`config.mk`:
```
export PLATFORM = sky130hd
export DESIGN_NAME = cantb_transmit_buffer
export DESIGN_NICKNAME = d
export VERILOG_FILES = /design/src/core/cantb_pkg.sv /design/src/core/cantb_transmit_buffer.sv
export SDC_FILE = /design/constraint.sdc
export NUM_CORES = 1
export LEC_CHECK = 0
export BUFFER_PORTS_ARGS = -buffer_cell sky130_fd_sc_hd__clkbuf_2
export CAP_MARGIN = 20
export CORE_MARGIN = 2
export CORE_UTILIZATION = 45
export DETAILED_ROUTE_END_ITERATION = 6
export PLACE_DENSITY = 0.61
export SLEW_MARGIN = 20
export SYNTH_ARGS = -nofsm -noshare
export SYNTH_HDL_FRONTEND = slang
export SYNTH_SLANG_ARGS = --single-unit
```
`constraint.sdc`:
```
create_clock -name clock -period 10 [get_ports clock]
set_clock_uncertainty 0.15 [all_clocks]
set_input_delay 1.5 -clock clock [delete_from_list [all_inputs] [get_ports clock]]
set_output_delay 1.5 -clock clock [all_outputs]
set_load 0.01 [all_outputs]
```
`src/core/cantb_pkg.sv`:
```
// Package of constants and carrier types for the CAN transmit buffer block.
package cantb_pkg;

   // ************************************************************
   // Register map, byte addresses on the APB.
   // ************************************************************
   localparam logic [11:0] CANTB_MCR_OFF       = 12'h000;
   localparam logic [11:0] CANTB_STAT_OFF      = 12'h004;
   localparam logic [11:0] CANTB_TEC_OFF       = 12'h008;
   localparam logic [11:0] CANTB_IRQ_STAT_OFF  = 12'h00c;
   localparam logic [11:0] CANTB_IRQ_MASK_OFF  = 12'h010;
   localparam logic [3:0]  CANTB_BUF_PAGE      = 4'h1;
   localparam logic [3:0]  CANTB_RXWIN_PAGE    = 4'h2;

   // Offsets inside one buffer page; data bytes sit at 0x20 + 4 * index.
   localparam logic [5:0]  CANTB_CTRL_OFF      = 6'h00;
   localparam logic [5:0]  CANTB_SIDH_OFF      = 6'h04;
   localparam logic [5:0]  CANTB_SIDL_OFF      = 6'h08;
   localparam logic [5:0]  CANTB_EIDH_OFF      = 6'h0c;
   localparam logic [5:0]  CANTB_EIDL_OFF      = 6'h10;
   localparam logic [5:0]  CANTB_DLC_OFF       = 6'h14;
   localparam int unsigned CANTB_DATA_BIT      = 5;

   // ************************************************************
   // Field positions, masks and reset values.
   // ************************************************************
   localparam int unsigned CANTB_REQ_BIT       = 3;
   localparam int unsigned CANTB_ABT_BIT       = 6;
   localparam int unsigned CANTB_LARB_BIT      = 5;
   localparam int unsigned CANTB_ERR_BIT       = 4;
   localparam logic [7:0]  CANTB_PRI_MASK      = 8'h03;
   localparam int unsigned CANTB_EXT_BIT       = 3;
   localparam int unsigned CANTB_RTR_BIT       = 6;
   localparam logic [7:0]  CANTB_SIDL_MASK     = 8'heb;
   localparam logic [7:0]  CANTB_DLC_MASK      = 8'h4f;
   localparam logic [3:0]  CANTB_DLC_MAX       = 4'h8;
   localparam logic [2:0]  CANTB_WIN_SEND_BUFFER_ZERO      = 3'b100;
   localparam logic [2:0]  CANTB_MODE_NORMAL   = 3'b000;
   localparam logic [2:0]  CANTB_MODE_LOOP     = 3'b010;
   localparam logic [7:0]  CANTB_MCR_RST       = 8'h80;
   localparam logic [8:0]  CANTB_TEC_RST       = 9'h000;
   localparam logic [8:0]  CANTB_TEC_ERR_STEP  = 9'h008;
   localparam logic [6:0]  CANTB_REC11_LAST    = 7'd127;
   localparam int unsigned CANTB_IRQ_W         = 4;
   localparam int unsigned CANTB_IRQ_BUSOFF    = 3;

   // ************************************************************
   // Carrier types.
   // ************************************************************
   typedef enum logic [2:0] {
      CANTB_ST_IDLE,
      CANTB_ST_HDR,
      CANTB_ST_LOAD,
      CANTB_ST_DATA,
      CANTB_ST_WAIT
   } cantb_state_t;

   typedef struct packed {
      logic        ext;
      logic [28:0] id;
      logic        rtr;
      logic [3:0]  dlc;
   } cantb_hdr_t;

   typedef struct packed {
      logic [7:0] data;
      logic       last;
   } cantb_byte_t;

   typedef struct packed {
      logic done;
      logic fail;
      logic lost;
   } cantb_result_t;

endpackage

```
`src/core/cantb_transmit_buffer.sv`:
```
// Three CAN transmit buffers with APB registers, arbitration, frame streaming and error counter.
//
// Behaviour
// - Identifier high byte holds standard bits 10..3 or extended bits 28..21.
// - Low byte: bits 7..5 identifier, bit 3 format flag, bits 1..0 extended 17..16.
// - Extended flag sends 29-bit identifier, otherwise 11-bit and extended bits ignored.
// - Two registers hold extended bits 15..8 and 7..0, unused for standard frames.
// - Each of three buffers has eight read-write payload byte registers.
// - Length register bit 6 becomes the frame's remote request bit.
// - Length code 0..8 selects payload bytes; codes above eight are reserved.
// - Unused identifier-low and length register bits always read zero.
// - Eight-bit read-only transmit error counter; overflow enters bus-off.
// - Counter clears after 128 runs of eleven recessive bits.
// - Writing 0x08 to buffer control requests send; request bit reads zero when sent.
// - Window field value 100 maps transmit buffer zero onto receive buffer zero addresses.
// - Request bit clears itself after a successful send.
// - Message registers ignore writes while their request bit is set.
// - Bus-off flag set when error count exceeds 255, clear otherwise.
//
// Decided for this implementation: the placing of the registers and the APB interface to the registers.
module cantb_transmit_buffer #(
   parameter int unsigned NBUF = 3
) (
   // Clock, reset and clock enable.
   input  wire logic                    clock,
   input  wire logic                    sys_rst,
   input  wire logic                    ce,
   // APB slave.
   input  wire logic                    psel,
   input  wire logic                    penable,
   input  wire logic                    pwrite,
   input  wire logic [11:0]             paddr,
   input  wire logic [31:0]             pwdata,
   output logic      [31:0]             prdata,
   output logic                         pready,
   output logic                         pslverr,
   // Frame header towards the protocol engine.
   output logic                         hdr_valid,
   input  wire logic                    hdr_ready,
   output cantb_pkg::cantb_hdr_t        hdr,
   // Payload bytes towards the protocol engine.
   output logic                         byte_valid,
   input  wire logic                    byte_ready,
   output cantb_pkg::cantb_byte_t       tx_byte,
   // Outcome and bus events from the protocol engine.
   input  wire cantb_pkg::cantb_result_t result,
   input  wire logic                    rec11_seen,
   // Status and interrupt.
   output logic                         transmitter_off_flag,
   output logic                         irq
);
   import cantb_pkg::*;

   // ************************************************************
   // Storage.
   // ************************************************************
   logic [7:0]                sidh_q [NBUF];
   logic [7:0]                sidl_q [NBUF];
   logic [7:0]                eidh_q [NBUF];
   logic [7:0]                eidl_q [NBUF];
   logic [7:0]                dlc_q  [NBUF];
   logic [7:0]                data_q [NBUF][8];
   logic [NBUF-1:0]           req_q;
   logic [NBUF-1:0]           abt_q;
   logic [NBUF-1:0]           larb_q;
   logic [NBUF-1:0]           err_q;
   logic [1:0]                pri_q  [NBUF];
   logic [7:0]                mcr_q;
   logic [8:0]                tec_q;
   logic [6:0]                rec11_q;
   logic [CANTB_IRQ_W-1:0]    irq_stat_q;
   logic [CANTB_IRQ_W-1:0]    irq_mask_q;
   cantb_state_t              state_q;
   logic [1:0]                sel_q;
   logic [3:0]                idx_q;
   logic [3:0]                cnt_q;
   cantb_hdr_t                hdr_q;
   cantb_byte_t               byte_q;
   logic [31:0]               rdata_q;
   logic                      rerr_q;

   // ************************************************************
   // Helper functions.
   // ************************************************************
   function automatic logic off_ok(input logic [5:0] off);
      off_ok = off[CANTB_DATA_BIT] ? (off[1:0] == 2'b00) :
               (off == CANTB_CTRL_OFF || off == CANTB_SIDH_OFF || off == CANTB_SIDL_OFF ||
                off == CANTB_EIDH_OFF || off == CANTB_EIDL_OFF || off == CANTB_DLC_OFF);
   endfunction

   // Remote frames carry no payload; reserved codes are clamped to eight bytes.
   function automatic logic [3:0] byte_count(input logic [7:0] dlc);
      if (dlc[CANTB_RTR_BIT]) begin
         byte_count = 4'h0;
      end else if (dlc[3:0] > CANTB_DLC_MAX) begin
         byte_count = CANTB_DLC_MAX;
      end else begin
         byte_count = dlc[3:0];
      end
   endfunction

   function automatic cantb_hdr_t make_hdr(input logic [7:0] sh, input logic [7:0] sl,
                                           input logic [7:0] eh, input logic [7:0] el,
                                           input logic [7:0] dl);
      make_hdr.ext = sl[CANTB_EXT_BIT];
      if (sl[CANTB_EXT_BIT]) begin
         make_hdr.id = {sh, sl[7:5], sl[1:0], eh, el};
      end else begin
         make_hdr.id = {18'h00000, sh, sl[7:5]};
      end
      make_hdr.rtr = dl[CANTB_RTR_BIT];
      make_hdr.dlc = dl[3:0];
   endfunction

   // ************************************************************
   // Address decode.
   // ************************************************************
   logic        wr;
   logic        hit_buf;
   logic        hit_rxwin;
   logic [1:0]  bsel;
   logic [5:0]  boff;
   logic        mapped;
   logic [31:0] rd_val;
   logic        bus_off;
   logic        mode_ok;

   assign wr      = psel & penable & ce & pwrite;
   assign boff    = paddr[5:0];
   assign bus_off = tec_q[8];
   assign mode_ok = (mcr_q[7:5] == CANTB_MODE_NORMAL) || (mcr_q[7:5] == CANTB_MODE_LOOP);

   always_comb begin
      hit_buf   = 1'b0;
      hit_rxwin = 1'b0;
      bsel      = paddr[7:6];
      if (paddr[11:8] == CANTB_BUF_PAGE && 32'(paddr[7:6]) < NBUF && off_ok(boff)) begin
         hit_buf = 1'b1;
      end else if (paddr[11:8] == CANTB_RXWIN_PAGE && paddr[7:6] == 2'b00 && off_ok(boff)) begin
         hit_rxwin = 1'b1;
         bsel      = 2'b00;
         if (mcr_q[3:1] == CANTB_WIN_SEND_BUFFER_ZERO) begin
            hit_buf = 1'b1;
         end
      end
   end

   assign mapped = hit_buf | hit_rxwin | paddr == CANTB_MCR_OFF | paddr == CANTB_STAT_OFF |
                   paddr == CANTB_TEC_OFF | paddr == CANTB_IRQ_STAT_OFF | paddr == CANTB_IRQ_MASK_OFF;

   // ************************************************************
   // Read data.
   // ************************************************************
   always_comb begin
      rd_val = 32'h00000000;
      if (hit_buf) begin
         if (boff[CANTB_DATA_BIT]) begin
            rd_val[7:0] = data_q[bsel][boff[4:2]];
         end else if (boff == CANTB_CTRL_OFF) begin
            rd_val[CANTB_ABT_BIT]  = abt_q[bsel];
            rd_val[CANTB_LARB_BIT] = larb_q[bsel];
            rd_val[CANTB_ERR_BIT]  = err_q[bsel];
            rd_val[CANTB_REQ_BIT]  = req_q[bsel];
            rd_val[1:0]            = pri_q[bsel];
         end else if (boff == CANTB_SIDH_OFF) begin
            rd_val[7:0] = sidh_q[bsel];
         end else if (boff == CANTB_SIDL_OFF) begin
            rd_val[7:0] = sidl_q[bsel] & CANTB_SIDL_MASK;
         end else if (boff == CANTB_EIDH_OFF) begin
            rd_val[7:0] = eidh_q[bsel];
         end else if (boff == CANTB_EIDL_OFF) begin
            rd_val[7:0] = eidl_q[bsel];
         end else begin
            rd_val[7:0] = dlc_q[bsel] & CANTB_DLC_MASK;
         end
      end else if (paddr == CANTB_MCR_OFF) begin
         rd_val[7:0] = mcr_q;
      end else if (paddr == CANTB_STAT_OFF) begin
         rd_val[0] = bus_off;
      end else if (paddr == CANTB_TEC_OFF) begin
         rd_val[7:0] = bus_off ? 8'hff : tec_q[7:0];
      end else if (paddr == CANTB_IRQ_STAT_OFF) begin
         rd_val[CANTB_IRQ_W-1:0] = irq_stat_q;
      end else if (paddr == CANTB_IRQ_MASK_OFF) begin
         rd_val[CANTB_IRQ_W-1:0] = irq_mask_q;
      end
   end

   // Read data and error are caught in the setup cycle so that prdata comes from flip-flops.
   always_ff @(posedge clock) begin
      if (sys_rst) begin
         rdata_q <= 32'h00000000;
         rerr_q  <= 1'b0;
      end else if (ce && psel && !penable) begin
         rdata_q <= pwrite ? 32'h00000000 : rd_val;
         rerr_q  <= ~mapped;
      end
   end

   assign pready  = psel & penable & ce;
   assign prdata  = rdata_q;
   assign pslverr = pready & rerr_q;

   // ************************************************************
   // Module control and interrupt registers.
   // ************************************************************
   logic [CANTB_IRQ_W-1:0] irq_ev;
   logic                   done_ev;
   logic                   off_ev;
   logic [8:0]             tec_err_sum;

   assign done_ev     = ce && state_q == CANTB_ST_WAIT && result.done;
   assign tec_err_sum = tec_q + CANTB_TEC_ERR_STEP;
   assign off_ev      = ce && state_q == CANTB_ST_WAIT && result.fail && !bus_off && tec_err_sum[8];

   always_comb begin
      irq_ev                  = '0;
      irq_ev[sel_q]           = done_ev;
      irq_ev[CANTB_IRQ_BUSOFF] = off_ev;
   end

   always_ff @(posedge clock) begin
      if (sys_rst) begin
         mcr_q      <= CANTB_MCR_RST;
         irq_mask_q <= '0;
         irq_stat_q <= '0;
      end else if (ce) begin
         if (wr && paddr == CANTB_MCR_OFF) begin
            mcr_q <= pwdata[7:0];
         end
         if (wr && paddr == CANTB_IRQ_MASK_OFF) begin
            irq_mask_q <= pwdata[CANTB_IRQ_W-1:0];
         end
         if (wr && paddr == CANTB_IRQ_STAT_OFF) begin
            irq_stat_q <= (irq_stat_q & ~pwdata[CANTB_IRQ_W-1:0]) | irq_ev;
         end else begin
            irq_stat_q <= irq_stat_q | irq_ev;
         end
      end
   end

   assign irq = |(irq_stat_q & irq_mask_q);

   // ************************************************************
   // Message registers, no reset.
   // ************************************************************
   always_ff @(posedge clock) begin
      if (ce && wr && hit_buf && !req_q[bsel]) begin
         if (boff[CANTB_DATA_BIT]) begin
            data_q[bsel][boff[4:2]] <= pwdata[7:0];
         end else if (boff == CANTB_SIDH_OFF) begin
            sidh_q[bsel] <= pwdata[7:0];
         end else if (boff == CANTB_SIDL_OFF) begin
            sidl_q[bsel] <= pwdata[7:0] & CANTB_SIDL_MASK;
         end else if (boff == CANTB_EIDH_OFF) begin
            eidh_q[bsel] <= pwdata[7:0];
         end else if (boff == CANTB_EIDL_OFF) begin
            eidl_q[bsel] <= pwdata[7:0];
         end else if (boff == CANTB_DLC_OFF) begin
            dlc_q[bsel] <= pwdata[7:0] & CANTB_DLC_MASK;
         end
      end
   end

   // ************************************************************
   // Buffer control registers.
   // ************************************************************
   logic ctrl_wr;
   logic busy;

   assign ctrl_wr = wr && hit_buf && boff == CANTB_CTRL_OFF;
   assign busy    = state_q != CANTB_ST_IDLE;

   always_ff @(posedge clock) begin
      if (sys_rst) begin
         req_q  <= '0;
         abt_q  <= '0;
         larb_q <= '0;
         err_q  <= '0;
         for (int b = 0; b < NBUF; b++) begin
            pri_q[b] <= 2'b00;
         end
      end else if (ce) begin
         if (ctrl_wr) begin
            pri_q[bsel] <= pwdata[1:0] & CANTB_PRI_MASK[1:0];
            if (pwdata[CANTB_REQ_BIT] && !req_q[bsel]) begin
               req_q[bsel]  <= 1'b1;
               abt_q[bsel]  <= 1'b0;
               larb_q[bsel] <= 1'b0;
               err_q[bsel]  <= 1'b0;
            end else if (!pwdata[CANTB_REQ_BIT] && req_q[bsel] && !(busy && sel_q == bsel)) begin
               req_q[bsel] <= 1'b0;
               abt_q[bsel] <= 1'b1;
            end
         end
         if (state_q == CANTB_ST_WAIT) begin
            if (result.done) begin
               req_q[sel_q] <= 1'b0;
            end
            if (result.fail) begin
               err_q[sel_q] <= 1'b1;
            end
            if (result.lost) begin
               larb_q[sel_q] <= 1'b1;
            end
         end
      end
   end

   // ************************************************************
   // Arbitration and frame streaming.
   // ************************************************************
   logic       pick_any;
   logic [1:0] pick;

   // Highest priority wins; on a tie the higher buffer number wins.
   always_comb begin
      pick_any = 1'b0;
      pick     = 2'b00;
      for (int b = 0; b < NBUF; b++) begin
         if (req_q[b] && (!pick_any || pri_q[b] >= pri_q[pick])) begin
            pick_any = 1'b1;
            pick     = 2'(b);
         end
      end
   end

   always_ff @(posedge clock) begin
      if (sys_rst) begin
         state_q <= CANTB_ST_IDLE;
         sel_q   <= 2'b00;
         idx_q   <= 4'h0;
         cnt_q   <= 4'h0;
         hdr_q   <= '0;
         byte_q  <= '0;
      end else if (ce) begin
         case (state_q)
            CANTB_ST_IDLE: begin
               if (pick_any && mode_ok && !bus_off) begin
                  sel_q   <= pick;
                  hdr_q   <= make_hdr(sidh_q[pick], sidl_q[pick], eidh_q[pick], eidl_q[pick], dlc_q[pick]);
                  cnt_q   <= byte_count(dlc_q[pick]);
                  idx_q   <= 4'h0;
                  state_q <= CANTB_ST_HDR;
               end
            end
            CANTB_ST_HDR: begin
               if (hdr_ready) begin
                  state_q <= (cnt_q == 4'h0) ? CANTB_ST_WAIT : CANTB_ST_LOAD;
               end
            end
            CANTB_ST_LOAD: begin
               byte_q.data <= data_q[sel_q][idx_q[2:0]];
               byte_q.last <= (idx_q + 4'h1) == cnt_q;
               state_q     <= CANTB_ST_DATA;
            end
            CANTB_ST_DATA: begin
               if (byte_ready) begin
                  idx_q   <= idx_q + 4'h1;
                  state_q <= byte_q.last ? CANTB_ST_WAIT : CANTB_ST_LOAD;
               end
            end
            CANTB_ST_WAIT: begin
               if (result.done || result.fail || result.lost) begin
                  state_q <= CANTB_ST_IDLE;
               end
            end
            default: begin
               state_q <= CANTB_ST_IDLE;
            end
         endcase
      end
   end

   assign hdr_valid  = state_q == CANTB_ST_HDR;
   assign hdr        = hdr_q;
   assign byte_valid = state_q == CANTB_ST_DATA;
   assign tx_byte    = byte_q;

   // ************************************************************
   // Transmit error counter and bus-off recovery.
   // ************************************************************
   always_ff @(posedge clock) begin
      if (sys_rst) begin
         tec_q   <= CANTB_TEC_RST;
         rec11_q <= 7'd0;
      end else if (ce) begin
         if (bus_off) begin
            if (rec11_seen) begin
               if (rec11_q == CANTB_REC11_LAST) begin
                  tec_q   <= CANTB_TEC_RST;
                  rec11_q <= 7'd0;
               end else begin
                  rec11_q <= rec11_q + 7'd1;
               end
            end
         end else if (state_q == CANTB_ST_WAIT && result.fail) begin
            tec_q <= tec_err_sum;
         end else if (done_ev && tec_q != CANTB_TEC_RST) begin
            tec_q <= tec_q - 9'd1;
         end
      end
   end

   assign transmitter_off_flag = bus_off;

endmodule // cantb_transmit_buffer

```
Word-level counts from Yosys, hierarchy flattened:

Memory sizes are Yosys's and may differ from the RTL's. A register that Yosys moved wholly into a read port is not among the register bits.
Index checks and enable logic that the tools add are counted.

* output and inout bits: 82
* memories kept: 7
* bits in writable memories: 303
* register bits after elaboration: 134
* input port bits: 56

* muxes and demuxes: 137
* $lt $le $gt $ge: 11
* bitwise logic cells: 30
* add/sub/neg operators: 4
* equality and inequality tests: 26
* reduce and logical (&&, ||, !) cells: 72

Memory list
* data_q: words 3, width 64, rd ports 2, clocked after Yosys merged registers in 1, wr ports 1, line cantb_transmit_buffer.sv:62 `logic [7:0] data_q [NBUF][8];`
* eidh_q: words 3, width 8, rd ports 2, clocked after Yosys merged registers in 0, wr ports 1, line cantb_transmit_buffer.sv:59 `logic [7:0] eidh_q [NBUF];`
* eidl_q: words 3, width 8, rd ports 2, clocked after Yosys merged registers in 0, wr ports 1, line cantb_transmit_buffer.sv:60 `logic [7:0] eidl_q [NBUF];`
* sidh_q: words 3, width 8, rd ports 2, clocked after Yosys merged registers in 0, wr ports 1, line cantb_transmit_buffer.sv:57 `logic [7:0] sidh_q [NBUF];`
* sidl_q: words 3, width 6, rd ports 2, clocked after Yosys merged registers in 0, wr ports 1, line cantb_transmit_buffer.sv:58 `logic [7:0] sidl_q [NBUF];`
* dlc_q: words 3, width 5, rd ports 2, clocked after Yosys merged registers in 0, wr ports 1, line cantb_transmit_buffer.sv:61 `logic [7:0] dlc_q [NBUF];`
* 1 more memories

Operators by type and width (count)
* $mux W8: 14
* $mux W3: 27
* $mux W64: 1
* $mux W1: 58
* $bmux W8 S3: 2
* $mux W9: 5
* $mux W4: 10
* $logic_and A1 B1 Y1: 32
* $mux W29: 1
* $demux W8 S3: 1
* $eq A12 B4 Y1 const B: 2
* $and A3 B3 Y3: 6
* $mux W2: 8
* $pmux W3 S5: 1
* $mux W7: 2
* $eq A12 B3 Y1 const B: 1
* $eq A12 B5 Y1 const B: 1
* $eq A6 B4 Y1 const B: 2
* $eq A6 B5 Y1 const B: 2
* $logic_not A12 Y1: 1
* $or A3 B3 Y3: 4
* $logic_or A1 B1 Y1: 10
* $add A9 B4 Y9 const B: 1
* $eq A3 B2 Y1 const B: 3
* other kinds (45): 85

Longest topological paths before layout:

* depth in word-level cells: 24
* gate-level depth with buffers: 17
* mapped depth without buffers: 12

Worst setup path before layout:

No wires, ideal clock.

* path kind: input-to-reg
* from: input port paddr[7]
* to: memory data_q[0][16] in the netlist's numbering (enable)
* cell stages on the path: 7
* required time: 9467 ps
* arrival time: 3188 ps
* slack: 6278 ps
* buffers on the path: 4
* cell sequence: buf_2 > buf_4 > buf_2 > buf_2 > nor2_1 > nand2_1 > nor3_1

* longest elaborated chain between the ends: 11
* elaborated cells between the ends (all ways): 17

RTL lines
* start, declared: line cantb_transmit_buffer.sv:32 `input wire logic [11:0] paddr,`
* $logic_not A2 Y1: line cantb_transmit_buffer.sv:139 `end else if (paddr[11:8] == CANTB_RXWIN_PAGE && paddr[7:6] == 2'b00 && off_ok(boff)) begin`
* $logic_and A1 B1 Y1 (2 in series): line cantb_transmit_buffer.sv:139
* $mux W2: line cantb_transmit_buffer.sv:139
* $mux W2: line cantb_transmit_buffer.sv:137 `if (paddr[11:8] == CANTB_BUF_PAGE && 32'(paddr[7:6]) < NBUF && off_ok(boff)) begin`
* $bmux W1 S2: line cantb_transmit_buffer.sv:248 `if (ce && wr && hit_buf && !req_q[bsel]) begin`
* $mux W1 (not written as such): line cantb_transmit_buffer.sv:248
* $logic_not A1 Y1: line cantb_transmit_buffer.sv:248
* $logic_and A1 B1 Y1: line cantb_transmit_buffer.sv:248
* $mux W1: line cantb_transmit_buffer.sv:248
* $mux W64 (not written as such): line cantb_transmit_buffer.sv:250 `data_q[bsel][boff[4:2]] <= pwdata[7:0];`
* end, declared: line cantb_transmit_buffer.sv:62

Several ways; a longest one is shown, not always the timed one. The select of a mux whose other input is x is not followed.

Worst setup path after layout:

* from: input port paddr[4]
* to: memory data_q[2][22] in the netlist's numbering (enable)

* longest elaborated chain between the ends: 16
* elaborated cells between the ends (all ways): 31

RTL lines
* $eq A6 B3 Y1 or $logic_not A6 Y1 (tied branches): line cantb_transmit_buffer.sv:87 `(off == CANTB_CTRL_OFF || off == CANTB_SIDH_OFF || off == CANTB_SIDL_OFF ||`
* $logic_or A1 B1 Y1 (3 in series): line cantb_transmit_buffer.sv:87
* $logic_or A1 B1 Y1 (2 in series): line cantb_transmit_buffer.sv:88 `off == CANTB_EIDH_OFF || off == CANTB_EIDL_OFF || off == CANTB_DLC_OFF);`
* $mux W1: line cantb_transmit_buffer.sv:86 `off_ok = off[CANTB_DATA_BIT] ? (off[1:0] == 2'b00) :`
* $logic_and A1 B1 Y1: line cantb_transmit_buffer.sv:139
* $mux W2: line cantb_transmit_buffer.sv:139
* $mux W2: line cantb_transmit_buffer.sv:137
* $bmux W1 S2: line cantb_transmit_buffer.sv:248
* $mux W1 (not written as such): line cantb_transmit_buffer.sv:248
* $logic_not A1 Y1: line cantb_transmit_buffer.sv:248
* $logic_and A1 B1 Y1: line cantb_transmit_buffer.sv:248
* $mux W1: line cantb_transmit_buffer.sv:248
* $mux W64 (not written as such): line cantb_transmit_buffer.sv:250

Several ways; a longest one is shown, not always the timed one. The select of a mux whose other input is x is not followed.

==> metrics <==
VDD IR-drop max=0.1523 mV; Layout Cells excl Fill=2426; Final Max Slew Viols=0; cells after synthesis=1743; r2r worst-path depth=14; main flop type after synthesis=edfxtp_1; max-cap viol count=0; Core Box Area=45280 um2; critical path class=in -> reg; Final Util=50.62%; Worst R2R Start=pri_q[1][1]; sequential cell area=11410 um2; status=completed; Worst Setup Start Kind=input port; sw frac=around 22%; Congestion Overflow GR=0; # resized after CTS=0; Synth area leader=edfxtp_1; measured slew at the worst slew-check pin=1.095 ns; EDFF count, synth=305; All-Layer GR Usage=25.23%; Clock Path Buffers=3; hold violation total from the final report=0; hold path startpoint=hdr[29]; final setup fails=0; vias in the first global route=14.12k; synth cell count leaders=edfxtp_1, nand2_1, mux2i_1, nor2_1, dfxtp_1; placed wire-length estimate=40.01 mm; initial core utilization=between 40% and 50%; Area growth syn-to-layout=11.14%; r2r endpoint=hdr[12]; Avg WL per Cell=24.81 um; syn avg cell area=11.83 um2; largest net degree at the start of global routing=90; ranking of synthesized cells by area=edfxtp_1, dfxtp_1, mux2i_1; RSZ-0062 raised after global routing=no; first-pass GRT wire length=88.95 mm; crit path DAT=4.97 ns; Setup WS pre-CTS=4.652 ns; antenna violations before repair=1; setup slack, reg-to-reg=between 5 and 6 ns; Worst Hold Depth=2; FF+latch count, synth=about 420; Die Y=roughly 220 um; fmax=0.2068 GHz; worst setup margin=5.165 ns; Design Area, Final=between 20000 and 25000 um2; # diodes=0; final period utilization=~48%; die area=47570 um2; total CTS buffers=47; Seq/Total Area, Yosys=55.27%; fin nets=1854; Detail Route Antenna Nets=0; Power Density=164.8 nW/um2; chip width=218.1 um; relative slew slack=a little over a quarter; Final GP Congestion=0.9241; total power draw=~3.8 mW; Worst Hold End=hdr[29]; Tightest Hold Check Type=reg -> reg; share of layout cells above drive strength 1=17.31%; YS warnings=0; Detailed Routing Iterations Pass 1=5; combinational power share=under 10%; Yosys top cell area share=approximately 44%; Initial DRC Count=about 1.6k; Clk pin slew, worst setup/hold paths=0.06 ns; Sequential Power Share=49.2%; internal power=roughly 2.9 mW; min Tclk post-route=about 4.8 ns; WL final=60.18 mm; Ports=138; postcts setup bufs=0; DRC Markers=0; Via Count=about 15k; total clock sinks=~420; Crit path required time=10.14 ns; Distinct cells, synth=84; # H-tree levels=2; row count=78; fillers=3971; Max FO, Critical Path=31; top-count cell post-synth=edfxtp_1; CTS tree=built; placed cell areas=around 21000 um2; setup TNS=0 ns; asr flop ratio synth=0%; clock group share of total power=a little under half; mapped cell area=20630 um2; clk root buf=clkbuf_16; clk_lat worst skew=0.58 ns; Post-CTS Hold Buffers=0; routed vias/inst=6.078; DP Cell Count=2339; Leakage=around 7.6 nW; P_sw=0.8447 mW; Critical Path Sink Type=flop; hold_ws=0.3036 ns; Port Buffers=89; Multi-input gate area=8484 um2
worst max-delay path by stage:
stage,startpoint,endpoint,slack (ns),cells after the start
floorplan,paddr[7],data_q[0][16],6.28,7
global placement,paddr[6],data_q[2][16],4.69,6
detailed placement,paddr[6],data_q[2][22],4.65,6
CTS,paddr[6],data_q[2][16],5.24,6
global route,paddr[6],data_q[2][16],5.15,6
finish,paddr[4],data_q[2][22],5.16,8
routing by layer:
layer / up-vias / GRT usage (%) / wire length [um]
met4: 0 / 10.54 / 2390
met3: 117 / 5.665 / 5391
met5: - / 0 / 0
li1: 6661 / - / -
met2: 688 / 40.23 / 28060
met1: 7279 / 33.30 / 24340
power by group through the flow:
stage	logic, mW	clock network [mW]	registers [mW]
global route	0.200	1.82	1.86
global placement	0.183	0	1.90
finish	0.188	1.73	1.86
detailed placement	0.186	0	1.90
CTS	0.186	1.76	1.86
floorplan	0.122	0	1.89
kinds of logic (layout without fill, tap and decap cells):
family                     Yosys count  after routing  share of synthesized area, %
other                                1             26                       0.01818
AOI/OAI and AO/OA                  352            352                         11.12
and+or+nand+nor                    525            525                         11.83
xor gates and xnor gates            14             14                        0.5945
adders and majority gates           10             10                        0.6066
buffers and inverters              164            222                         4.149
DFF                                417            417                         55.27
muxes                              260            260                         16.41
cell usage in the layout, fill, tap and decap left out, types with 9 or more instances in the layout:
cell type,count
edfxtp_1,305
a31oi_1,12
nand2_1,198
o211ai_1,21
mux2_2,46
a311oi_1,15
ha_1,10
nor2_1,145
nand2b_1,22
nand3_1,54
nor2b_1,18
o21ai_0,87
o22ai_1,21
nor3_1,26
mux2i_1,150
a22oi_1,13
clkbuf_2,85
a211oi_1,10
buf_4,31
o2111ai_1,12
a21oi_1,84
clkinv_2,9
mux4_2,57
a221oi_1,11
clkbuf_16,47
conb_1,26
inv_1,15
clkinv_1,10
dfxtp_1,109
area by class of cell:
type	instances	area share [%]
timing repair buffer	118	2.915
clock buffer	58	5.485
inverter	17	0.2784
sequential	417	49.76
multi-input combinational	1187	37.01
clock inverter	29	1.277
tap	600	3.275
worst max-delay path: stages:
cell      delay, ns
clkbuf_2       0.51
nand2_1        0.35
o211a_1        0.25
and4b_1        0.27
and2_1         0.18
nand2_1        0.54
nor3_1         1.05
buf_4          0.29
flip-flops by register name (all words and copies together) (netlist names), 9 cells and up, named ones only:
name,count
tec_q,9
tx_byte,9
eidl_q,24
dlc_q,15
sidl_q,18
sidh_q,24
eidh_q,24
hdr,35
data_q,192
No activity file was read; power rests on OpenSTA's default activity.
